[config.mk]
export PLATFORM = sky130hd
export DESIGN_NAME = acsp_port
export DESIGN_NICKNAME = d
export VERILOG_FILES = /design/src/shared/acsp_pkg.sv /design/src/acsp_port.sv
export VERILOG_INCLUDE_DIRS = /design/src /design/src/shared
export SDC_FILE = /design/constraint.sdc
export NUM_CORES = 1
export LEC_CHECK = 0
export BUFFER_PORTS_ARGS = -buffer_cell sky130_fd_sc_hd__buf_2
export CAP_MARGIN = 5
export CORE_MARGIN = 3
export CORE_UTILIZATION = 35
export CTS_BUF_LIST = sky130_fd_sc_hd__clkbuf_8
export DETAILED_ROUTE_END_ITERATION = 16
export PLACE_DENSITY = 0.57
export RECOVER_POWER = 50
export SYNTH_ARGS = -nofsm -noshare
export SYNTH_HDL_FRONTEND = slang
export SYNTH_SLANG_ARGS = --single-unit
[constraint.sdc]
create_clock -name i_sys_clk -period 2.9 [get_ports i_sys_clk]
set_input_delay 0 -clock i_sys_clk [delete_from_list [all_inputs] [get_ports i_sys_clk]]
set_output_delay 0 -clock i_sys_clk [all_outputs]
set_load 0.005 [all_outputs]
[src/shared/acsp_defines.svh]
// Register offsets, reset values, field positions and counts of the serial configuration port.
`ifndef ACSP_DEFINES_SVH
`define ACSP_DEFINES_SVH
`define ACSP_ADDR_CFG 8'h00
`define ACSP_ADDR_ID 8'h01
`define ACSP_ADDR_GRADE 8'h02
`define ACSP_ADDR_XFER 8'hff
`define ACSP_ADDR_MODES 8'h08
`define ACSP_ADDR_CLOCK 8'h09
`define ACSP_ADDR_TEST 8'h0d
`define ACSP_ADDR_OFFSET 8'h10
`define ACSP_ADDR_OUTMODE 8'h14
`define ACSP_ADDR_PHASE 8'h16
`define ACSP_ADDR_VREF 8'h18
`define ACSP_RST_CFG 8'h18
`define ACSP_RST_MODES 8'h00
`define ACSP_RST_CLOCK 8'h01
`define ACSP_RST_TEST 8'h00
`define ACSP_RST_OFFSET 8'h00
`define ACSP_RST_OUTMODE 8'h00
`define ACSP_RST_PHASE 8'h00
`define ACSP_RST_VREF 8'h00
`define ACSP_CFG_LSB_FIRST 6
`define ACSP_OUTMODE_MASK 8'h1f
`define ACSP_INSTR_BITS 16
`define ACSP_BYTE_BITS 8
`define ACSP_INSTR_RW 15
`define ACSP_INSTR_LEN_HI 14
`define ACSP_INSTR_LEN_LO 13
`endif

[src/shared/acsp_pkg.sv]
// Types shared by the serial configuration port.
package acsp_pkg;
  typedef enum logic [1:0] {
    ACSP_ST_IDLE,
    ACSP_ST_INSTR,
    ACSP_ST_DATA
  } acsp_state_t;

  typedef struct packed {
    logic [7:0] cfg;
    logic [7:0] modes;
    logic [7:0] clock;
    logic [7:0] test;
    logic [7:0] offset;
    logic [7:0] outmode;
    logic [7:0] phase;
    logic [7:0] vref;
  } acsp_regs_t;
endpackage

[src/acsp_port.sv]
// Three-wire serial configuration port with register file and strap fallback.
//
// How it works
// - Frame starts: select low, shift clock rises.
// - Bytes keep flowing while select stays low, until the count ends a counted frame.
// - Select high between bytes pauses counted frame, ends streaming one.
// - Select high at power-up: strap mode.
// - Select low later ends strap mode permanently.
// - Each frame opens with 16-bit instruction.
// - Two length bits set data byte count.
// - Data moves as 8-bit bytes.
// - Leading instruction bit selects read or write.
// - Read frame turns data pin to output.
// - MSB first by default, LSB by setting.
// - Data sampled on shift clock rising edge.
// - Clock, select inputs; data pin bidirectional.
// - Strap mode pins set format and stabilizer.
// - Map: config 00-02, transfer ff, functions 08-18; 01, 02 and ff are not decoded and read 00.
// - Reset loads documented default values.
// - Default phase gives shifted data clock.
// - Registers hold power, clock, offset, test, drive.
`timescale 1ns/100ps
`include "acsp_defines.svh"

module acsp_port (
  input wire logic i_sys_clk,
  input wire logic i_rst,
  input wire logic i_select_low_line_n,
  input wire logic i_shift_clock_or_format_pin,
  input wire logic i_data_or_stabilizer_pin,
  output logic o_data_or_stabilizer_pin,
  output logic o_data_or_stabilizer_pin_oe,
  output logic o_strap_mode,
  output logic o_strap_format,
  output logic o_duty_cycle_stabilizer,
  output acsp_pkg::acsp_regs_t o_regs
);

  ////////////////////////////////////////////////////////////////////////////
  // Pin synchronisers.

  // Two flops per pin, plus a third on the shift clock; logic reads the second stage and that third flop for edges.
  logic [2:0] sync1, sync2;
  logic sclk_d;
  always_ff @(posedge i_sys_clk) begin
    sync1 <= {i_select_low_line_n, i_shift_clock_or_format_pin, i_data_or_stabilizer_pin};
    sync2 <= sync1;
    sclk_d <= sync2[1];
  end

  logic csb_n, sclk, sdi, sclk_rise, sclk_fall;
  assign csb_n = sync2[2];
  assign sclk = sync2[1];
  assign sdi = sync2[0];
  assign sclk_rise = sclk & ~sclk_d & ~csb_n;
  assign sclk_fall = ~sclk & sclk_d & ~csb_n;

  ////////////////////////////////////////////////////////////////////////////
  // Strap decision.

  // The first cycle after reset release reads the select pin; a reset never samples a port.
  logic strap, strap_known, next_strap, next_strap_known;
  always_comb begin
    next_strap = strap;
    next_strap_known = 1'b1;
    if (!strap_known) begin
      next_strap = csb_n;
    end else if (strap && !csb_n) begin
      next_strap = 1'b0;
    end
  end
  always_ff @(posedge i_sys_clk) begin
    if (i_rst) begin
      strap <= 1'b0;
      strap_known <= 1'b0;
    end else begin
      strap <= next_strap;
      strap_known <= next_strap_known;
    end
  end

  // strap levels drive format and stabilizer
  logic strap_fmt, strap_dcs;
  always_ff @(posedge i_sys_clk) begin
    strap_fmt <= sclk;
    strap_dcs <= sdi;
  end
  assign o_strap_mode = strap & strap_known;
  assign o_strap_format = strap_fmt;
  assign o_duty_cycle_stabilizer = o_strap_mode ? strap_dcs : o_regs.clock[0];

  ////////////////////////////////////////////////////////////////////////////
  // Serial frame engine.

  // Bit index within the byte, honouring the bit-order setting.
  function automatic logic [2:0] acsp_bitpos(input logic [2:0] cnt, input logic lsb_first);
    acsp_bitpos = lsb_first ? cnt : 3'h7 - cnt;
  endfunction

  acsp_pkg::acsp_state_t state, next_state;
  logic [15:0] instr, next_instr;
  logic [4:0] bitcnt, next_bitcnt;
  logic [7:0] addr, next_addr;
  logic [2:0] bytes_left, next_bytes_left;
  logic streaming, next_streaming;
  logic [7:0] shreg, next_shreg;
  logic rd, next_rd;
  logic wr_stb;
  logic [7:0] wr_data;
  logic [7:0] rd_byte;
  logic lsb;
  logic [7:0] sdo_byte, next_sdo_byte;
  logic sdo, next_sdo;
  logic oe, next_oe;

  // bit order from the configuration register.
  assign lsb = o_regs.cfg[`ACSP_CFG_LSB_FIRST];
  assign wr_data = next_shreg;

  // Instruction and data shifting; select high pauses a counted frame and ends a streaming one.
  always_comb begin
    next_state = state;
    next_instr = instr;
    next_bitcnt = bitcnt;
    next_addr = addr;
    next_bytes_left = bytes_left;
    next_streaming = streaming;
    next_shreg = shreg;
    next_rd = rd;
    next_sdo_byte = sdo_byte;
    next_sdo = sdo;
    next_oe = oe;
    wr_stb = 1'b0;
    if (csb_n) begin
      next_oe = 1'b0;
    end
    case (state)
      acsp_pkg::ACSP_ST_IDLE: begin
        // frame opens on rising edge with select low
        if (sclk_rise && !strap) begin
          next_instr = {15'h0000, sdi};
          next_bitcnt = 5'd1;
          next_state = acsp_pkg::ACSP_ST_INSTR;
        end
      end
      acsp_pkg::ACSP_ST_INSTR: begin
        if (sclk_rise) begin
          next_instr = {instr[14:0], sdi};
          next_bitcnt = bitcnt + 5'd1;
          if (bitcnt == 5'(`ACSP_INSTR_BITS - 1)) begin
            next_rd = instr[`ACSP_INSTR_RW - 1];
            next_bytes_left = {1'b0, instr[`ACSP_INSTR_LEN_HI - 1], instr[`ACSP_INSTR_LEN_LO - 1]};
            next_streaming = instr[`ACSP_INSTR_LEN_HI - 1] & instr[`ACSP_INSTR_LEN_LO - 1];
            next_addr = {instr[6:0], sdi};
            next_bitcnt = 5'd0;
            next_state = acsp_pkg::ACSP_ST_DATA;
          end
        end
      end
      default: begin
        // a streaming frame has no count, so only a raised select can end it; a partial byte is dropped.
        if (csb_n && streaming) begin
          next_bitcnt = 5'd0;
          next_state = acsp_pkg::ACSP_ST_IDLE;
        end
        if (bitcnt == 5'd0 && rd) begin
          next_sdo_byte = rd_byte;
        end
        // drive pin on falling edge for reads
        if (sclk_fall && rd) begin
          next_oe = 1'b1;
          next_sdo = sdo_byte[acsp_bitpos(bitcnt[2:0], lsb)];
        end
        if (sclk_rise) begin
          next_shreg[acsp_bitpos(bitcnt[2:0], lsb)] = sdi;
          next_bitcnt = bitcnt + 5'd1;
          if (bitcnt == 5'(`ACSP_BYTE_BITS - 1)) begin
            // commit only on the eighth bit
            wr_stb = ~rd;
            next_bitcnt = 5'd0;
            next_addr = addr - 8'h01;
            if (!streaming) begin
              next_bytes_left = bytes_left - 3'h1;
              if (bytes_left == 3'h0) begin
                next_state = acsp_pkg::ACSP_ST_IDLE;
              end
            end
          end
        end
      end
    endcase
    if (strap) begin
      next_state = acsp_pkg::ACSP_ST_IDLE;
    end
  end

  always_ff @(posedge i_sys_clk) begin
    if (i_rst) begin
      state <= acsp_pkg::ACSP_ST_IDLE;
      instr <= 16'h0000;
      bitcnt <= 5'h00;
      addr <= 8'h00;
      bytes_left <= 3'h0;
      streaming <= 1'b0;
      shreg <= 8'h00;
      rd <= 1'b0;
      sdo_byte <= 8'h00;
      sdo <= 1'b0;
      oe <= 1'b0;
    end else begin
      state <= next_state;
      instr <= next_instr;
      bitcnt <= next_bitcnt;
      addr <= next_addr;
      bytes_left <= next_bytes_left;
      streaming <= next_streaming;
      shreg <= next_shreg;
      rd <= next_rd;
      sdo_byte <= next_sdo_byte;
      sdo <= next_sdo;
      oe <= next_oe;
    end
  end

  // data pin only driven during readback
  assign o_data_or_stabilizer_pin = sdo;
  assign o_data_or_stabilizer_pin_oe = oe & ~strap;

  ////////////////////////////////////////////////////////////////////////////
  // Register file.

  always_comb begin
    if (addr == `ACSP_ADDR_CFG) begin
      rd_byte = o_regs.cfg;
    end else if (addr == `ACSP_ADDR_MODES) begin
      rd_byte = o_regs.modes;
    end else if (addr == `ACSP_ADDR_CLOCK) begin
      rd_byte = o_regs.clock;
    end else if (addr == `ACSP_ADDR_TEST) begin
      rd_byte = o_regs.test;
    end else if (addr == `ACSP_ADDR_OFFSET) begin
      rd_byte = o_regs.offset;
    end else if (addr == `ACSP_ADDR_OUTMODE) begin
      rd_byte = o_regs.outmode;
    end else if (addr == `ACSP_ADDR_PHASE) begin
      rd_byte = o_regs.phase;
    end else if (addr == `ACSP_ADDR_VREF) begin
      rd_byte = o_regs.vref;
    end else begin
      rd_byte = 8'h00;
    end
  end

  // power, stabilizer, offset, test, drive, polarity registers
  acsp_pkg::acsp_regs_t next_regs;
  always_comb begin
    next_regs = o_regs;
    if (wr_stb) begin
      if (addr == `ACSP_ADDR_CFG) begin
        next_regs.cfg = wr_data;
      end else if (addr == `ACSP_ADDR_MODES) begin
        next_regs.modes = wr_data;
      end else if (addr == `ACSP_ADDR_CLOCK) begin
        next_regs.clock = wr_data;
      end else if (addr == `ACSP_ADDR_TEST) begin
        next_regs.test = wr_data;
      end else if (addr == `ACSP_ADDR_OFFSET) begin
        next_regs.offset = wr_data;
      end else if (addr == `ACSP_ADDR_OUTMODE) begin
        next_regs.outmode = wr_data & `ACSP_OUTMODE_MASK;
      end else if (addr == `ACSP_ADDR_PHASE) begin
        next_regs.phase = wr_data;
      end else if (addr == `ACSP_ADDR_VREF) begin
        next_regs.vref = wr_data;
      end
    end
  end

  always_ff @(posedge i_sys_clk) begin
    if (i_rst) begin
      o_regs.cfg <= `ACSP_RST_CFG;
      o_regs.modes <= `ACSP_RST_MODES;
      o_regs.clock <= `ACSP_RST_CLOCK;
      o_regs.test <= `ACSP_RST_TEST;
      o_regs.offset <= `ACSP_RST_OFFSET;
      // phase default zero means ninety degree shift
      o_regs.outmode <= `ACSP_RST_OUTMODE;
      o_regs.phase <= `ACSP_RST_PHASE;
      o_regs.vref <= `ACSP_RST_VREF;
    end else begin
      o_regs <= next_regs;
    end
  end
endmodule

# Word level (Yosys, flattened, before mapping)
# Cells that the tools add are included.
# Widths: inputs -> output; s select.
[classes]
add_sub_neg = 4
n_lt_le_gt_ge = 2
eq_ne = 15
muxes = 56
bitwise = 21
reduce_logical = 33
[op_table]
columns = ["op", "n"]
rows = [
  ["$mux 8", 14],
  ["$eq 8x5->1 const B", 4],
  ["$mux 15", 2],
  ["$mux 5", 6],
  ["$pmux 15 s2", 1],
  ["$eq 8x4->1 const B", 3],
  ["$mux 3", 6],
  ["$mux 2", 8],
  ["$pmux 8 s2", 1],
  ["$reduce_and 3->1", 5],
  ["$not 1->1", 14],
  ["$mux 1", 12],
  ["$pmux 5 s2", 1],
  ["$reduce_and 5->1", 2],
  ["$reduce_and 9->1", 1],
  ["$bwmux 8", 1],
  ["$logic_not 8->1", 1],
  ["$reduce_and 4->1", 2],
  ["$reduce_and 8->1", 1],
  ["$sub 8x1->8 const B", 1],
  ["$and 1x1->1", 7],
  ["$reduce_and 7->1", 1],
  ["$logic_and 1x1->1", 6],
  ["$ne 2x2->1 const B", 3],
  ["other kinds (22)", 28],
]
[totals]
reg_bits = 124
in_bits = 5
out_inout_bits = 69
word_cells = 156

# Logic depth before layout (Yosys ltp)
# Gate-level depths: netlist of the first run.
[depth]
depth_word = 9
depth_mapped = 10
mapped_depth_nobuf = 8

# Worst setup path after synthesis of the first run
# No wires, ideal clock.
[synth_timing]
path_type = "register to register"
from = "register, netlist name o_strap_format"
to = "register o_regs[59] in the netlist's numbering"
setup_ns = 0.139
arrival_time_ns = 2.111
required_ns = 2.761
path_slack_ns = 0.650
stages_incl_launch_ff = 10
n_path_buf = 4
synth_period_minus_slack_ns = 2.250
path_cell_list = "dfxtp_1 > or3b_1 > buf_6 > or4_4 > buf_6 > or2_1 > buf_6 > buf_6 > a21oi_2 > o21ai_1"
[synth_rtl]
columns = ["item", "line_no", "source"]
rows = [
  ["end signal: assignment", "acsp_port.sv:291", "o_regs <= next_regs;"],
  ["end: declaration", "acsp_port.sv:36", "output acsp_pkg::acsp_regs_t o_regs"],
]

# Final worst setup path of the first run
[layout_timing]
from = "register state[1]"
to = "register o_regs[45] in the netlist's numbering"
[layout_between]
elab_chain_len = 4
word_cells_on_any_way = 6
classes_between = "1 x eq/ne; 2 x mux; 3 x reduce/logical"
[layout_rtl]
columns = ["item", "line_no", "source"]
rows = [
  ["start: declaration", "acsp_port.sv:100", "acsp_pkg::acsp_state_t state, next_state;"],
  ["start signal: assignment", "acsp_port.sv:199", "state <= acsp_pkg::ACSP_ST_IDLE;"],
  ["start signal: assignment", "acsp_port.sv:211", "state <= next_state;"],
  ["$eq 2x1->1 / $logic_not 2->1 (equally long branches)", "acsp_port.sv:137", "case (state)"],
  ["$reduce_or 2->1 (no source line) (*)", "--", ""],
  ["$mux 1", "acsp_port.sv:137", ""],
  ["$reduce_and 4->1 (no source line)", "--", ""],
]
# Every way passes the cells marked *; elsewhere a longest branch is shown, timed or not.
# A chain may end at the register's enable or synchronous reset.

==> reports/metrics.cfg, run 1 <==
[timing]
finalSetupViolCount = 0
min_period_ns = 2.583
max_slew.worst_pin.slew_ns = 1.051
maxSlewViolCount = 0
setup_tns_ns = 0
finalCritPeriodShare = 0.8906
timing.final.hold_violations = 0
grt_setup_unrepaired = no
relSlewSlack = 0.2962
skew_ns = 0.01055
fmax_mhz = 387.2

[power_and_ir_drop]
p_total_mw = 3.470
ir_drop_mv = 0.3671
leakage_nw = 2.466
power.density_nw_per_um2 = 505.8

[clock_network]
cts_buffers = 17
htreeDepth = 4
cts_tree = done
ctsLongestPathBuffers = 2
clkSlewWorstSetupHoldPaths_ns = 0.07
cts-root-buf = clkbuf_8
numClockSinks = 124
insertion_delay_ns = 0.45

[route]
viasPerCell = 5.761
wl_um = 19100
drt_iter0_markers = 434
drc = 0
wl_per_cell_um = 19.80
num_vias = 5559
dr.pass1.iters = 5
ant_nets = 0

[critical_path]
crit_fanout = 11
r2r-end = o_regs[45]
r2r_slack_ns = 0.32
worstReg2RegStart = state[1]
critical_path.endpoint_type = flip-flop
cp_data_arrival_time_ns = 2.94
critPathRequiredTime_ns = 3.26
ff2ff_path_depth = 6
cp-start-kind = flip-flop
critPathKind = reg2reg

[synth]
synth_edf_count = 0
seq_area_frac_synth = 0.4276
yosysWarnings = 0
synth_ff_type = dfxtp_1
ys_seq_elements = 124
netlist_area_um2 = 5806
netlist_instances = 659
ys_types = 73
postSynthAreaPerCell_um2 = 8.810
async_reset_ff_frac = 0

[final_layout]
nets = 751
layout-drive-gt1-share = 0.1682
layout_common_cells = dfxtp_1 (124), nand2_1 (68), nor2_1 (61)
layout_commonest_cell = dfxtp_1
n_antenna_cell = 0
syn_to_final_growth_pct = 18.17

[global_routing]
grt_max_degree = 44
grt_pass1_vias = 5346
grt_antenna_before_repair = 0
grt_overflow = 0
grt_pass1_wl_um = 30160
grt_usage = 0.2139

[worst_hold_path]
hold_path_end = shreg[1]
hold_start = i_rst
min_path_type = in2reg
min_path_cells = 3

[die]
die_w_um = 134.8
fp-row-count = 46
core_um2 = 16060
pin_count = 74
dieArea_um2 = 18170
die_h_um = 134.8
initial_utilization = 0.3615

[status]
status = finished clean

[flow_run]
cap_violations = 0

[place]
port_buffers = 70
routabilityCongestion = 0.9676
dp_hpwl_um = 13660

[final cells by class]
cell class | instances | area, µm²
clock buffer | 20 | 275.3
clock inverter | 12 | 162.7
fill | 1622 | 9198
inverter | 16 | 60.06
multi-input combinational | 474 | 3054
sequential | 124 | 2482
tap | 216 | 270.3
timing repair buffer | 103 | 555.5
[per-stage QoR]
stage | utilization | area, µm² | hold WS [ns] | cells | setup WS, ns
2_1_floorplan | - | 5813 | 0.02772 | 661 | 0.6502
4_1_cts | 0.4303 | 6910 | 0.04899 | 965 | 0.3216
3_3_place_gp | 0.4012 | 6442 | 0.1037 | 930 | 0.3760
6_report | 0.4272 | 6860 | 0.09417 | 965 | 0.3173
3_5_place_dp | 0.4012 | 6442 | 0.1036 | 930 | 0.3407
5_1_grt | 0.4272 | 6860 | 0.08901 | 965 | 0.09872
[report_power, final]
group | internal [mW] | switching (mW)
logic | 0.0237 | 0.0608
clock network | 0.926 | 0.737
registers | 1.71 | 0.0116
[logic make-up after synthesis]
| logic type | after synthesis | synth area share |
|---|---|---|
| AND/OR/NAND/NOR | 233 | 0.2030 |
| AO/OA/AOI/OAI | 202 | 0.2489 |
| flip-flops | 124 | 0.4276 |
| buffers and inverters | 63 | 0.04871 |
| multiplexers | 24 | 0.04655 |
| adder cells (fa/ha/maj) | 10 | 0.02155 |
| XOR/XNOR | 2 | 0.003018 |
| other | 1 | 0.0006459 |
[how the worst max path moves through the flow]
| stage | cells after the start | to | startpoint |
|---|---|---|---|
| floorplan | 9 | o_regs[59] | o_strap_format |
| CTS | 5 | o_regs[5] | sync2[2] |
| global placement | 5 | o_regs[5] | sync2[2] |
| global route | 7 | o_regs[7] | state[1] |
| finish | 6 | o_regs[45] | state[1] |
| detailed placement | 5 | o_regs[5] | sync2[2] |
[repair_timing]
item                       4_1_cts  5_1_grt
buffers inserted                 0        0
hold endpoints to repair         3        0
hold buffers                     3        0
setup endpoints to repair        0        0
resized for setup                0        0
[worst max-delay path, cell delays in order, from the launching register on]
cell      delay (ns)
dfxtp_1         0.46
clkbuf_1        0.43
and4bb_2        0.45
nand2_1         0.12
o21bai_1        0.24
o211ai_1        0.46
o22ai_1         0.33
[state kept, by name (all words and copies together), names as in the netlist]
| name | flops |
|---|---|
| rd | 1 |
| strap_dcs | 1 |
| streaming | 1 |
| bitcnt | 5 |
| o_data_or_stabilizer_pin | 1 |
| instr | 15 |
| addr | 8 |
| state | 2 |
| sync1 | 3 |
| strap | 1 |
| sdo_byte | 8 |
| oe | 1 |
| sync2 | 3 |
| bytes_left | 3 |
| shreg | 8 |
| strap_known | 1 |
| o_regs | 61 |
| o_strap_format | 1 |
[routing by layer]
layer,part of all wire,up-vias,track usage
li1,-,2598,-
met1,0.44,2688,0.2843
met2,0.46,233,0.3399
met3,0.060,40,0.04359
met4,0.033,0,0.08880
met5,0,-,0
[Yosys cell counts, types with 14 or more instances]
| cell | instances | share of area |
|---|---|---|
| nand2_1 | 68 | 0.044 |
| a22oi_1 | 15 | 0.019 |
| mux2i_1 | 18 | 0.031 |
| nor3_1 | 14 | 0.012 |
| o2bb2ai_1 | 32 | 0.048 |
| clkbuf_1 | 33 | 0.021 |
| o22ai_1 | 15 | 0.016 |
| a21oi_1 | 31 | 0.027 |
| nor2_1 | 61 | 0.039 |
| inv_1 | 16 | 0.010 |
| o21ai_0 | 31 | 0.027 |
| dfxtp_1 | 124 | 0.43 |
| nand3_1 | 17 | 0.015 |
Power figures use the tool's default switching activity.
==> run 2: changes to the inputs <==
--- a/config.mk
+++ b/config.mk
@@ -9,10 +9,10 @@
 export BUFFER_PORTS_ARGS = -buffer_cell sky130_fd_sc_hd__buf_2
 export CAP_MARGIN = 5
 export CORE_MARGIN = 3
-export CORE_UTILIZATION = 35
+export CORE_UTILIZATION = 60
 export CTS_BUF_LIST = sky130_fd_sc_hd__clkbuf_8
 export DETAILED_ROUTE_END_ITERATION = 16
-export PLACE_DENSITY = 0.57
+export PLACE_DENSITY = 0.83
 export RECOVER_POWER = 50
 export SYNTH_ARGS = -nofsm -noshare
 export SYNTH_HDL_FRONTEND = slang
==> run 2 against run 1 <==
Cell count fell by 9.5%. Register-to-register slack got worse by 0.11 ns. Clock power barely moved. Count of clock-buffer cells in the layout fell by 2. First-iteration DRC count rose by 8.8%. Maximum frequency fell by 3.9%. Setup slack got worse by 0.11 ns. Critical path depth rose by 1. Critical path type unchanged. Critical endpoint is now o_regs[16]. Largest cell class unchanged.
==> reports/metrics.cfg, run 2 (synthesized netlist as in run 1, its figures left out) <==
[status]
status = finished clean

[power_and_ir_drop]
internal-power_mw = 2.626  ; -1.3%
leakage_nw = 2.408  ; -2.4%
sequentialPowerShare = 0.500  ; +0.003
p_sw_frac = 0.2378  ; +0.004651
power_switching_mw = 0.8194  ; +1.3%
pwr-share-comb = 0.024  ; about the same
ir_drop_mv = 0.4937  ; +34%
p_clk_frac = 0.476  ; -0.003
power.density_nw_per_um2 = 513.9  ; +1.6%

[timing]
min_period_ns = 2.688  ; +0.1052 ns
maxSlewViolCount = 0  ; unchanged
setup_tns_ns = 0  ; unchanged
finalSetupViolCount = 0  ; unchanged
finalCritPeriodShare = 0.9269  ; +0.03629
max_slew.worst_pin.slew_ns = 1.105  ; +0.05363 ns
skew_ns = 0.01323  ; +0.002686 ns
whs_ns = 0.1984  ; +0.1042 ns
relSlewSlack = 0.2635  ; -0.03267
timing.final.hold_violations = 0  ; unchanged
fmax_mhz = 372.0  ; -3.9%
grt_setup_unrepaired = no

[route]
drt_iter0_markers = 472  ; +8.8%
wl_per_cell_um = 20.16  ; +1.9%
viasPerCell = 6.438  ; +12%
drc = 0  ; unchanged
dr.pass1.iters = 6  ; +1
wl_um = 17600  ; -7.9%
ant_nets = 0  ; unchanged
num_vias = 5620  ; +1.1%

[clock_network]
cts_buffers = 17  ; unchanged
insertion_delay_ns = 0.44  ; about the same
cts-root-buf = clkbuf_8
cts_resized = 0  ; unchanged
clkSlewWorstSetupHoldPaths_ns = 0.08  ; about the same
numClockSinks = 124  ; unchanged
ctsLongestPathBuffers = 2  ; unchanged
cts_tree = done
htreeDepth = 4  ; unchanged

[critical_path]
critPathKind = reg2reg
critical_path.endpoint_type = flip-flop
critPathRequiredTime_ns = 3.21  ; -0.05 ns
cpMaxStageDelayCell = clkbuf_1
critPathLaunch = state[1]
crit_fanout = 17  ; +6
crit_path_max_incr_delay_ns = 0.54  ; +0.08 ns
cp_cell_sequence = clkbuf_1, nand3b_1, nor3_1, o21bai_1, clkbuf_1, o21bai_1, o21ai_0
cp-start-kind = flip-flop
cp_data_arrival_time_ns = 3.00  ; +0.06 ns
worstReg2RegStart = state[1]

[global_routing]
grt_overflow = 0  ; unchanged
grt_max_degree = 30  ; -32%
grt_pass1_wl_um = 28080  ; -6.9%
grt_usage = 0.3223  ; +0.1084
grt_pass1_vias = 5256  ; -1.7%
grt_antenna_before_repair = 0  ; unchanged

[place]
dp_hpwl_um = 12380  ; -9.3%
placed_cell_area_um2 = 6289  ; -2.4%
routabilityCongestion = 0.9542  ; -1.4%
port_buffers = 70  ; unchanged

[final_layout]
design_area_um2 = 6704  ; -2.3%
n_antenna_cell = 0  ; unchanged
largest_register_ffs = 61  ; unchanged
largestRegisters = o_regs (61), instr (15)
layout-drive-gt1-share = 0.1519  ; -0.01634
regMostFlops = o_regs
syn_to_final_growth_pct = 15.47
fin_util = 0.7187  ; +0.2915
layout_commonest_cell = dfxtp_1
layout_common_cells = dfxtp_1 (124), nand2_1 (68), nor2_1 (61)
nets = 746  ; -0.67%
nFillCells = 770  ; -53%

[die]
pin_count = 74  ; unchanged
die_h_um = 104.4  ; -23%
core_um2 = 9328  ; -42%
initial_utilization = 0.6224  ; +0.2609
die_w_um = 104.4  ; -23%
fp-row-count = 35  ; -24%
dieArea_um2 = 10890  ; -40%

[worst_hold_path]
hold_start = i_shift_clock_or_format_pin
min_path_type = in2reg

[flow_run]
cap_violations = 0  ; unchanged

run 2: cell count changes in the layout (fill, tap and decap cells not counted), sizes merged:
cell         previous run  this run
buf                    73        62
dlygate4sd3             3         4
inv                    17        20
clkinvlp                2         3
clkinv                  6         4
clkbuf                 47        50
run 2: power by group through the flow:
stage               clock network [mW]  logic [mW]  registers (mW)
global route                      1.73      0.0909            1.72
detailed placement                   0      0.0777            1.76
floorplan                            0      0.0622            1.76
CTS                               1.66      0.0824            1.72
finish                            1.64      0.0833            1.72
global placement                     0      0.0752            1.76
run 2: timing repair:
item	CTS	global route
hold buffers	4	0
hold endpoints to repair	5	0
buffers inserted	0	0
run 2: path summary, 6_finish.rpt:
kind	cells after the start	slack [ns]	end
max	7	0.21	o_regs[16]
min reg2reg	0	0.33	sync2[2]
min	2	0.20	sync1[1]
max reg2reg	7	0.21	o_regs[16]
run 2: routing by layer:
metal,GRT usage,wire length [µm],up-vias
met1,0.4238,7319,2664
met4,0.1130,431,0
met3,0.08876,1580,48
li1,-,-,2590
met2,0.5097,8271,318
met5,0,0,-
run 2: worst max-delay path: cells and delay by family (launching register included):
| family | cells | cell delay [ns] |
|---|---|---|
| buffers and inverters | 2 | 1.05 |
| AOI/OAI and AO/OA | 3 | 0.62 |
| DFF | 1 | 0.33 |
| and+or+nand+nor | 2 | 0.56 |
run 2: area by class of cell:
cell class | instances | area [µm²] | area share
repair buffers | 98 | 513.0 | 0.07652
flip-flops and latches | 124 | 2482 | 0.3703
multi-input cells | 474 | 3054 | 0.4556
well taps | 129 | 161.4 | 0.02408
clock inverters | 14 | 185.2 | 0.02762
clock buffers | 18 | 247.7 | 0.03695
inverters | 16 | 60.06 | 0.008959
run 2: stage by stage:
step                total power [mW]  instances  worst slack, ns
floorplan                      1.819        661           0.6502
global placement               1.837        837           0.4703
detailed placement             1.840        837           0.3432
CTS                            3.464        873           0.3295
global route                   3.545        873           0.1044
finish                         3.445        873           0.2121
